File: src/apbp_fifo.sv
// Shared constants of the ADC parallel host port, and its small result buffer.
// Assumes one clock and an asynchronous active-low reset; both sides of the
// buffer sit in that same clock domain.

`timescale 1ns/10ps
`default_nettype none

// ----------------------------------------------------------------------------
// Package
// ----------------------------------------------------------------------------
package apbp_pkg;
    localparam int CLK_PERIOD_NS = 10; // System clock period
    localparam int INT_CLK_PERIOD_NS = 50; // Internal conversion clock, 20 MHz
    localparam int INT_DIV = (INT_CLK_PERIOD_NS + CLK_PERIOD_NS - 1) / CLK_PERIOD_NS; // Cycles per tick
    localparam int NUM_CH = 8; // Analog channels
    localparam int RES_W = 12; // Result width, full bus
    localparam int CFG_W = 8; // Configuration width, lines 0 to 7
    localparam int TICKS_PER_CONV = 4; // Conversion clock ticks per channel
    localparam int BUF_DEPTH = 2; // Result buffer entries
    localparam logic [7:0] CFG_RESET = 8'hFF; // All channels enabled
    localparam logic [7:0] DIV_ZERO = 8'h00; // Divider restart value
    localparam logic [7:0] CNT_ZERO = 8'h00; // Tick counter restart value

    typedef enum logic [2:0] {
        ST_IDLE = 3'b001, // Waiting for sample start
        ST_CONV = 3'b010, // Converting one channel
        ST_PUSH = 3'b100 // Handing a result to the buffer
    } apbp_state_t;
endpackage : apbp_pkg

// ----------------------------------------------------------------------------
// Result buffer
// ----------------------------------------------------------------------------
module apbp_fifo #(
    parameter int WIDTH = 12,
    parameter int DEPTH = 2
) (
    input wire logic clock, // System clock
    input wire logic reset_n, // Asynchronous reset, active low
    input wire logic in_valid, // Word offered
    output logic in_ready, // Room for a word
    input wire logic [WIDTH-1:0] in_data, // Word in
    output logic out_valid, // Word at head
    input wire logic out_ready, // Head taken
    output logic [WIDTH-1:0] out_data // Head word
);
    localparam int PW = (DEPTH > 1) ? $clog2(DEPTH) : 1; // Pointer width
    localparam int CW = $clog2(DEPTH + 1); // Count width

    logic [WIDTH-1:0] mem_q [DEPTH]; // Storage flip-flops
    logic [WIDTH-1:0] mem_d [DEPTH]; // Next storage
    logic [PW-1:0] wr_q, wr_d; // Write index
    logic [PW-1:0] rd_q, rd_d; // Read index
    logic [CW-1:0] cnt_q, cnt_d; // Fill level
    logic push, pop; // Handshakes

    assign in_ready = (cnt_q != CW'(DEPTH)); // Honest full
    assign out_valid = (cnt_q != '0); // Honest empty
    assign out_data = mem_q[rd_q]; // Head shown
    assign push = in_valid && in_ready;
    assign pop = out_valid && out_ready;

    // Next state of pointers, level and storage
    always_comb begin
        mem_d = mem_q;
        wr_d = wr_q;
        rd_d = rd_q;
        cnt_d = cnt_q;
        if (push) begin
            mem_d[wr_q] = in_data;
            wr_d = (wr_q == PW'(DEPTH - 1)) ? '0 : wr_q + 1'b1;
        end
        if (pop) begin
            rd_d = (rd_q == PW'(DEPTH - 1)) ? '0 : rd_q + 1'b1;
        end
        if (push && !pop) begin
            cnt_d = cnt_q + 1'b1;
        end else if (pop && !push) begin
            cnt_d = cnt_q - 1'b1;
        end
    end

    // Registers only
    always_ff @(posedge clock or negedge reset_n) begin
        if (!reset_n) begin
            for (int i = 0; i < DEPTH; i++) begin
                mem_q[i] <= '0;
            end
            wr_q <= '0;
            rd_q <= '0;
            cnt_q <= '0;
        end else begin
            mem_q <= mem_d;
            wr_q <= wr_d;
            rd_q <= rd_d;
            cnt_q <= cnt_d;
        end
    end
endmodule : apbp_fifo

`default_nettype wire

File: src/apbp_port.sv
// Parallel host port of a multichannel simultaneous-sampling converter.
// Assumes all pins are synchronous to clock; the bus wire itself is resolved
// outside from data_out and data_oe_n.

`timescale 1ns/10ps
`default_nettype none

module apbp_port #(
    parameter int NUM_CH = apbp_pkg::NUM_CH,
    parameter int TICKS_PER_CONV = apbp_pkg::TICKS_PER_CONV,
    parameter int BUF_DEPTH = apbp_pkg::BUF_DEPTH
) (
    input wire logic clock, // System clock, 100 MHz
    input wire logic reset_n, // Asynchronous reset, active low
    input wire logic cs_n, // Chip select, active low
    input wire logic rd_n, // Read strobe, active low
    input wire logic wr_n, // Write strobe, active low
    input wire logic sample_start, // Rise samples, fall ends flags
    input wire logic ext_conv_clk, // External conversion clock
    input wire logic clock_source_select, // High selects internal clock
    input wire logic [NUM_CH*apbp_pkg::RES_W-1:0] sample_data, // Digitised channel inputs
    input wire logic [apbp_pkg::CFG_W-1:0] data_in, // Bus lines 0 to 7, input
    output logic [apbp_pkg::RES_W-1:0] data_out, // Bus lines, output value
    output logic [apbp_pkg::RES_W-1:0] data_oe_n, // Bus drive, low drives
    output logic eoc_n, // Per-conversion done, active low
    output logic sequence_done_n // Sequence done, active low
);
    localparam int RW = apbp_pkg::RES_W;
    localparam int CH_W = (NUM_CH > 1) ? $clog2(NUM_CH) : 1;

    // ------------------------------------------------------------------------
    // State
    // ------------------------------------------------------------------------
    apbp_pkg::apbp_state_t st_q, st_d; // Sequencer state
    logic [7:0] div_q, div_d; // Internal clock divider
    logic [7:0] cnt_q, cnt_d; // Ticks within a conversion
    logic [CH_W-1:0] ch_q, ch_d; // Channel being converted
    logic [NUM_CH*RW-1:0] hold_q, hold_d; // Held samples
    logic [apbp_pkg::CFG_W-1:0] cfg_q, cfg_d; // Channel mask, write only
    logic ss_q, clk_q, rd_q, wr_q; // Previous pin levels
    logic eoc_d, seq_d; // Flag next values
    logic [RW-1:0] dout_d, oe_d; // Bus next values
    logic [CH_W-1:0] last_ch_q, last_ch_d; // Last pushed channel
    logic any_q, any_d; // Something pushed this sequence

    // Edges and strobes
    logic tick, ss_rise, ss_fall, wr_end, rd_end;
    logic more, push, finish;
    logic buf_ready, buf_valid;
    logic [RW-1:0] buf_data, res_word;

    // ------------------------------------------------------------------------
    // Edge detection
    // ------------------------------------------------------------------------
    // Pins count as synchronous, so a single stage of history is enough
    assign ss_rise = sample_start && !ss_q;
    assign ss_fall = !sample_start && ss_q;
    assign tick = clock_source_select ? (div_q == 8'(apbp_pkg::INT_DIV - 1)) : (ext_conv_clk && !clk_q);
    assign wr_end = wr_n && !wr_q && !cs_n;
    assign rd_end = rd_n && !rd_q && !cs_n;
    assign res_word = hold_q[ch_q*RW +: RW];

    // Any enabled channel above the current one
    always_comb begin
        more = 1'b0;
        for (int i = 0; i < NUM_CH; i++) begin
            if (i > int'(ch_q) && cfg_q[i]) begin
                more = 1'b1;
            end
        end
    end

    // ------------------------------------------------------------------------
    // Sequencer
    // ------------------------------------------------------------------------
    // A full buffer holds the sequencer in PUSH, so no result is overwritten
    always_comb begin
        st_d = st_q;
        cnt_d = cnt_q;
        ch_d = ch_q;
        hold_d = hold_q;
        push = 1'b0;
        finish = 1'b0;
        div_d = tick || !clock_source_select ? apbp_pkg::DIV_ZERO : div_q + 8'h01;
        case (st_q)
            apbp_pkg::ST_IDLE: begin
                // New start ignored while a sequence runs
                if (ss_rise) begin
                    hold_d = sample_data;
                    ch_d = '0;
                    cnt_d = apbp_pkg::CNT_ZERO;
                    st_d = apbp_pkg::ST_CONV;
                end
            end
            apbp_pkg::ST_CONV: begin
                if (!cfg_q[ch_q]) begin
                    // Masked channel skipped without conversion time
                    if (more) begin
                        ch_d = ch_q + 1'b1;
                    end else begin
                        finish = 1'b1;
                        st_d = apbp_pkg::ST_IDLE;
                    end
                end else if (tick) begin
                    cnt_d = cnt_q + 8'h01;
                    if (cnt_q == 8'(TICKS_PER_CONV - 1)) begin
                        st_d = apbp_pkg::ST_PUSH;
                    end
                end
            end
            apbp_pkg::ST_PUSH: begin
                if (buf_ready) begin
                    push = 1'b1;
                    cnt_d = apbp_pkg::CNT_ZERO;
                    if (more) begin
                        ch_d = ch_q + 1'b1;
                        st_d = apbp_pkg::ST_CONV;
                    end else begin
                        finish = 1'b1;
                        st_d = apbp_pkg::ST_IDLE;
                    end
                end
            end
            default: begin
                st_d = apbp_pkg::ST_IDLE;
            end
        endcase
    end

    // ------------------------------------------------------------------------
    // Flags, configuration and bus
    // ------------------------------------------------------------------------
    // A set in the same cycle as a release always wins
    always_comb begin
        eoc_d = eoc_n;
        seq_d = sequence_done_n;
        if (push) begin
            eoc_d = 1'b0;
        end else if (tick || ss_fall) begin
            eoc_d = 1'b1;
        end
        if (finish) begin
            seq_d = 1'b0;
        end else if (ss_fall) begin
            seq_d = 1'b1;
        end
        // Only lines 0 to 7 are ever sampled from the bus
        cfg_d = wr_end ? data_in : cfg_q;
        dout_d = buf_data;
        // Drive lags the strobes by one cycle
        oe_d[apbp_pkg::CFG_W-1:0] = {apbp_pkg::CFG_W{cs_n || rd_n}};
        // Upper lines have no input path, only this drive
        oe_d[RW-1:apbp_pkg::CFG_W] = {(RW - apbp_pkg::CFG_W){cs_n || rd_n}};
        last_ch_d = push ? ch_q : last_ch_q;
        any_d = (st_q == apbp_pkg::ST_IDLE && ss_rise) ? 1'b0 : (any_q || push);
    end

    // Registers only
    always_ff @(posedge clock or negedge reset_n) begin
        if (!reset_n) begin
            st_q <= apbp_pkg::ST_IDLE;
            div_q <= apbp_pkg::DIV_ZERO;
            cnt_q <= apbp_pkg::CNT_ZERO;
            ch_q <= '0;
            hold_q <= '0;
            cfg_q <= apbp_pkg::CFG_RESET;
            ss_q <= 1'b0;
            clk_q <= 1'b0;
            rd_q <= 1'b1;
            wr_q <= 1'b1;
            eoc_n <= 1'b1;
            sequence_done_n <= 1'b1;
            data_out <= '0;
            data_oe_n <= '1;
            last_ch_q <= '0;
            any_q <= 1'b0;
        end else begin
            st_q <= st_d;
            div_q <= div_d;
            cnt_q <= cnt_d;
            ch_q <= ch_d;
            hold_q <= hold_d;
            cfg_q <= cfg_d;
            ss_q <= sample_start;
            clk_q <= ext_conv_clk;
            rd_q <= rd_n;
            wr_q <= wr_n;
            eoc_n <= eoc_d;
            sequence_done_n <= seq_d;
            data_out <= dout_d;
            data_oe_n <= oe_d;
            last_ch_q <= last_ch_d;
            any_q <= any_d;
        end
    end

    // ------------------------------------------------------------------------
    // Result buffer
    // ------------------------------------------------------------------------
    // Each read strobe with cs_n low, at its rising end, retires the head result, if the buffer holds one
    apbp_fifo #(
        .WIDTH(RW),
        .DEPTH(BUF_DEPTH)
    ) u_buf (
        .clock(clock),
        .reset_n(reset_n),
        .in_valid(push),
        .in_ready(buf_ready),
        .in_data(res_word),
        .out_valid(buf_valid),
        .out_ready(rd_end),
        .out_data(buf_data)
    );

    // ------------------------------------------------------------------------
    // Checks
    // ------------------------------------------------------------------------
    AST_FLOAT: assert property (@(posedge clock) disable iff (!reset_n)
        (cs_n || rd_n) |=> (data_oe_n == {RW{1'b1}}))
        else $error("bus driven while not reading");
    AST_DRIVE: assert property (@(posedge clock) disable iff (!reset_n)
        (!cs_n && !rd_n) |=> (data_oe_n == '0) && (data_out == $past(buf_data)))
        else $error("read did not drive result");
    AST_UPPER: assert property (@(posedge clock) disable iff (!reset_n)
        data_oe_n[RW-1:apbp_pkg::CFG_W] == {(RW - apbp_pkg::CFG_W){data_oe_n[0]}})
        else $error("upper lines not plain outputs");
    AST_EOC_LOW: assert property (@(posedge clock) disable iff (!reset_n)
        push |=> !eoc_n)
        else $error("done flag missing after conversion");
    AST_EOC_HIGH: assert property (@(posedge clock) disable iff (!reset_n)
        (!eoc_n && (tick || ss_fall) && !push) |=> eoc_n)
        else $error("done flag not released");
    AST_SEQ_LOW: assert property (@(posedge clock) disable iff (!reset_n)
        finish |=> !sequence_done_n && (st_q == apbp_pkg::ST_IDLE))
        else $error("sequence flag missing");
    AST_SEQ_HOLD: assert property (@(posedge clock) disable iff (!reset_n)
        (!sequence_done_n && !sample_start && !$past(sample_start)) |=> !sequence_done_n)
        else $error("sequence flag released early");
    AST_CFG: assert property (@(posedge clock) disable iff (!reset_n)
        (wr_n && !$past(wr_n) && !cs_n) |=> (cfg_q == $past(data_in)))
        else $error("configuration not captured");
    AST_CS: assert property (@(posedge clock) disable iff (!reset_n)
        cs_n |=> $stable(cfg_q))
        else $error("write taken while deselected");
    AST_SAMPLE: assert property (@(posedge clock) disable iff (!reset_n)
        (st_q == apbp_pkg::ST_IDLE && ss_rise) |=> (hold_q == $past(sample_data)) ##0 (st_q == apbp_pkg::ST_CONV))
        else $error("samples not held at start");
    AST_MASK: assert property (@(posedge clock) disable iff (!reset_n)
        push |-> cfg_q[ch_q])
        else $error("masked channel converted");
    AST_ORDER: assert property (@(posedge clock) disable iff (!reset_n)
        (push && any_q) |-> (ch_q > last_ch_q))
        else $error("channels out of order");
endmodule : apbp_port

`default_nettype wire

File: config.mk
export PLATFORM = sky130hd
export DESIGN_NAME = apbp_port
export DESIGN_NICKNAME = d
export VERILOG_FILES = /design/src/apbp_fifo.sv /design/src/apbp_port.sv
export SDC_FILE = /design/constraint.sdc
export NUM_CORES = 1
export LEC_CHECK = 0
export ABC_CLOCK_PERIOD_IN_PS = 2300
export BUFFER_PORTS_ARGS = -buffer_cell sky130_fd_sc_hd__buf_2
export CORE_MARGIN = 5
export CORE_UTILIZATION = 51
export DETAILED_ROUTE_END_ITERATION = 8
export PLACE_DENSITY = 0.82
export SLEW_MARGIN = 20
export SYNTH_ARGS = -nofsm -noshare
export SYNTH_HDL_FRONTEND = slang
export SYNTH_HIERARCHICAL = 1
export SYNTH_SLANG_ARGS = --single-unit
File: constraint.sdc
create_clock -name clock -period 2.3 [get_ports clock]
set_clock_uncertainty 0.1 [all_clocks]
set_input_delay 0.115 -clock clock [delete_from_list [all_inputs] [get_ports clock]]
set_output_delay 0.115 -clock clock [all_outputs]
set_load 0.01 [all_outputs]
==> results summary <==
For this design, the slowest cell found on the critical path is sky130_fd_sc_hd__dfrtp_2. Synthesis instantiated between 50 and 60 different standard cells from the library. After global routing the overflow that remains totals 0. The floorplan row count came out at 45. The tree is rooted in a sky130_fd_sc_hd__clkbuf_16.

On the worst path, the slowest cell contributes a delay of 0.47 ns. Cells with a size suffix above 1 make up roughly half of the layout. The initial antenna violation count is 4.

The via density per instance came out at ~5.6. The CTS tree is done. Data arrives at the worst endpoint at roughly 2.5 ns. The fraction of registers with async set/reset is 100%.

Adding up every negative setup slack in the final design gives 0 ns. For the worst setup path, the data required time is approximately 2.5 ns. Each instance of the synthesized netlist takes up on average ~15 sq um. The number of endpoints with negative hold slack in the final report was 0. Counting every net in the synthesized netlist gives 660.

The die height came out at 134 um. The final number of max-transition violations is 0. The clock net sink count is 173. The placeable core area came out at between 0.015 and 0.02 sq mm. At the end of routability-driven placement, the weighted congestion stood at 0.835. The number of global-route vias before repair is 6178. After filler insertion, the fill cell instance count of the layout stands at roughly 930. The leakage power total came out at about 0.0048 uW.

At the pin with the least slew margin, the transition time is roughly 0.86 ns. The area of the die is about 0.018 sq mm. The most prevalent standard cell on the critical path is sky130_fd_sc_hd__nor3_2. For this run, the detailed router's first-pass iteration total came to 6. The maximum buffer depth of the clock tree came out at 2. The register-to-register path setup slack is around 0.025 ns.

The endpoint of the most critical register-to-register path is ch_q[0]. In the final routed layout, each cell accounts on average for 22.0 um. The final net count came out at a little over 900.

The kind of critical path is flip-flop to flip-flop. In the final layout, the multi-input gates occupy about 0.0033 sq mm. The number of flops mapped to enable cells by yosys came out at 0.

The combined global-route utilization of all metal layers came out at about a quarter. Summed over all nets, the half-perimeter wirelength after detailed placement is roughly 13 mm. The worst path needs ~2.3 ns of the cycle, external delays included. The sum of routed wire length over all layers is ~22 mm. The pin count of the biggest net entering global routing is 56. In this run, synthesis produced a sequential element count of 173. STA classifies the critical path startpoint as a flip-flop. The power density normalized to cell area is about 940 mW/mm^2.

The worst-case reg-to-reg path depth is 9. Once the floorplan was initialized, standard cells occupied roughly half of the core. The area of all sequential standard cells is 0.00435 sq mm. Detailed routing inserted a total of 5624 vias.

The number of nets with antenna violations after detailed routing is 0. The area growth from synthesis to layout is 35.1%. The count of unresolved DRC violations after routing came out at 0.

In this run the worst hold path is classified as input port to asynchronous set/reset pin. The later pin in the worst-skew pair is clocked with a latency of approximately 0.43 ns. STA classifies the critical path endpoint as a flip-flop. Across all hold checks on the routed design, the worst slack comes to between 0.1 and 0.15 ns.

The H-tree level count is 4. The highest net fanout along the worst path is 5. The headroom to the max-slew limit came out at 42.6%.

The first routing iteration left roughly 410 violations. The startpoint identified for the worst register-to-register timing path is ch_q[0]. The number of clock buffers added by TritonCTS is 17. The wire length of the first global-routing pass is approximately 34 mm. The count of endpoints failing setup in the final report is 0. Derived from the worst setup path, the maximum achievable clock frequency is approximately 440 MHz. The number of warnings reported in the yosys synthesis log is 6. The run finished with clean final reports. The most used flip-flop cell after synthesis is sky130_fd_sc_hd__dfrtp_1.

The largest voltage drop on the vdd net is ~0.64 mV. The area of the mapped netlist is between 0.007 and 0.008 sq mm. The post-synthesis sequential area ratio is 55.2%. The count of mapped cells out of synthesis is 540. After clock tree synthesis, the clock-pin slew on the worst setup and hold paths is approximately 0.07 ns.

Across the run, the number of max-cap violations was 0. During I/O placement, the number of pins put on the boundary was 138. The final critical path takes up a little over nine tenths of the cycle. The die width is approximately 130 um. The critical path goes through inv_4, ha_4, inv_2, a221oi_2, nor3_2, a2111oi_4, buf_4, nor3_2, mux2_2. The count of port buffers added during placement is approximately 140.
-- critical path: cells and delay by family, from the launching register on --
kind / cells / cell delay (ns)
and+or+nand+nor: 2 / 0.16
AOI/OAI and AO/OA: 2 / 0.66
adders and majority gates: 1 / 0.13
DFF: 1 / 0.47
muxes: 1 / 0.27
buffers and inverters: 3 / 0.36
-- Yosys cell counts, types with 2 or more instances --
master	number	area share, %
sky130_fd_sc_hd__a21oi_1	4	0.25
sky130_fd_sc_hd__a22o_1	2	0.22
sky130_fd_sc_hd__and3_1	5	0.40
sky130_fd_sc_hd__buf_1	3	0.14
sky130_fd_sc_hd__buf_2	8	0.51
sky130_fd_sc_hd__buf_4	11	1.0
sky130_fd_sc_hd__buf_6	3	0.43
sky130_fd_sc_hd__clkbuf_1	7	0.33
sky130_fd_sc_hd__dfrtp_1	159	50
sky130_fd_sc_hd__dfstp_2	14	4.7
sky130_fd_sc_hd__ha_1	8	1.3
sky130_fd_sc_hd__inv_1	10	0.48
sky130_fd_sc_hd__mux2_2	126	18
sky130_fd_sc_hd__mux2_4	20	3.8
sky130_fd_sc_hd__mux2i_1	3	0.38
sky130_fd_sc_hd__mux4_2	24	6.9
sky130_fd_sc_hd__nand2_1	33	1.6
sky130_fd_sc_hd__nand2b_1	2	0.16
sky130_fd_sc_hd__nand3_1	9	0.57
sky130_fd_sc_hd__nor2_1	20	0.95
sky130_fd_sc_hd__nor3_1	7	0.44
sky130_fd_sc_hd__nor3b_1	3	0.29
sky130_fd_sc_hd__nor4_4	2	0.54
sky130_fd_sc_hd__nor4b_1	2	0.22
sky130_fd_sc_hd__o211ai_1	3	0.29
sky130_fd_sc_hd__o21ai_0	7	0.44
sky130_fd_sc_hd__or2_2	2	0.16
sky130_fd_sc_hd__xnor2_1	8	0.89
sky130_fd_sc_hd__xor2_1	9	1.0
-- registers in the layout, summed over array words and instances, names as in the netlist --
register         flops
ss_q                 1
div_q                8
u_buf/rd_q           1
cnt_q                8
wr_q                 1
data_out            12
sequence_done_n      1
cfg_q                8
rd_q                 1
st_q                 3
u_buf/wr_q           1
u_buf/mem_q         24
data_oe_n            1
eoc_n                1
clk_q                1
u_buf/cnt_q          2
ch_q                 3
hold_q              96
-- worst max-delay path by stage --
stage	from	end	slack [ns]	depth (start not counted)
after CTS	ch_q[0]	ch_q[0]	0.05	9
after detailed placement	ch_q[0]	ch_q[0]	0.08	9
final	ch_q[0]	ch_q[0]	0.02	9
after floorplan	ch_q[1]	u_buf/mem_q[11]	0.12	5
after global placement	ch_q[0]	ch_q[0]	0.15	9
after global routing	ch_q[1]	ch_q[0]	-0.09	8
-- cell usage in the layout (no fill, tap or decap), types with 4 or more instances in the layout --
master | synthesis | routed
sky130_fd_sc_hd__o21ai_0 | 7 | 6
sky130_fd_sc_hd__buf_2 | 8 | 136
sky130_fd_sc_hd__clkinv_2 | 0 | 4
sky130_fd_sc_hd__mux2_2 | 126 | 126
sky130_fd_sc_hd__clkbuf_8 | 0 | 5
sky130_fd_sc_hd__diode_2 | 0 | 4
sky130_fd_sc_hd__nand2_1 | 33 | 33
sky130_fd_sc_hd__nor3_1 | 7 | 6
sky130_fd_sc_hd__nor2_1 | 20 | 19
sky130_fd_sc_hd__buf_4 | 11 | 18
sky130_fd_sc_hd__mux4_2 | 24 | 24
sky130_fd_sc_hd__ha_1 | 8 | 7
sky130_fd_sc_hd__dlygate4sd3_1 | 0 | 112
sky130_fd_sc_hd__clkbuf_16 | 0 | 18
sky130_fd_sc_hd__mux2_4 | 20 | 20
sky130_fd_sc_hd__dfrtp_1 | 159 | 156
sky130_fd_sc_hd__xnor2_1 | 8 | 8
sky130_fd_sc_hd__and3_1 | 5 | 5
sky130_fd_sc_hd__nand3_1 | 9 | 9
sky130_fd_sc_hd__a21oi_1 | 4 | 4
sky130_fd_sc_hd__inv_1 | 10 | 8
sky130_fd_sc_hd__buf_12 | 1 | 4
sky130_fd_sc_hd__dfstp_2 | 14 | 14
sky130_fd_sc_hd__xor2_1 | 9 | 9
-- layout make-up --
class,instances,area share [%]
Multi-Input combinational cell,323,31.4
Antenna cell,4,0.0940
Sequential cell,173,40.8
Inverter,11,0.411
Clock inverter,7,1.03
Timing Repair Buffer,272,19.3
Tap cell,188,2.21
Clock buffer,25,4.75
-- where the power goes --
part	internal, uW	switching [uW]	total, uW
Combinational	1480	968	2450
Sequential	3940	640	4580
Clock	1850	1160	3010
Total	7270	2770	10000
-- repair_timing --
item                                   in CTS  in global routing
resized for setup                           0                 14
hold buffers                              112                  0
setup endpoints to repair                   0                  9
endpoints found under the hold margin     164                  0
setup buffers                               0                  3
-- cells by family after synthesis --
kind of cell             count (synthesis)  synth area share (%)
multiplexers                           173                  29.1
AO/OA/AOI/OAI                           27                  2.40
AND/OR/NAND/NOR                         98                  7.00
XOR/XNOR                                17                  1.89
adder cells (fa/ha/maj)                  8                  1.27
buffers and inverters                   44                  3.24
flip-flops                             173                  55.2
-- per-stage QoR --
step,area (sq um),util (%),cells,worst slack (ns),power [uW]
CTS,10500,69.3,995,0.0452,9820
global route,10700,70.1,1003,-0.0945,10500
detailed placement,8800,57.9,851,0.0787,6680
global placement,8800,57.9,851,0.153,6490
finish,10700,70.1,1003,0.0245,10000
floorplan,7880,-,540,0.125,5950
-- per-layer routing --
metal | vias up | global-route usage [%] | routed length [um]
met1 | 2876 | 29.5 | 8370
met4 | 0 | 11.4 | 876
li1 | 2440 | - | -
met2 | 247 | 41.8 | 11500
met5 | - | 0 | 0
met3 | 61 | 5.89 | 1320
Note: power is estimated with default switching activity, not from simulation.
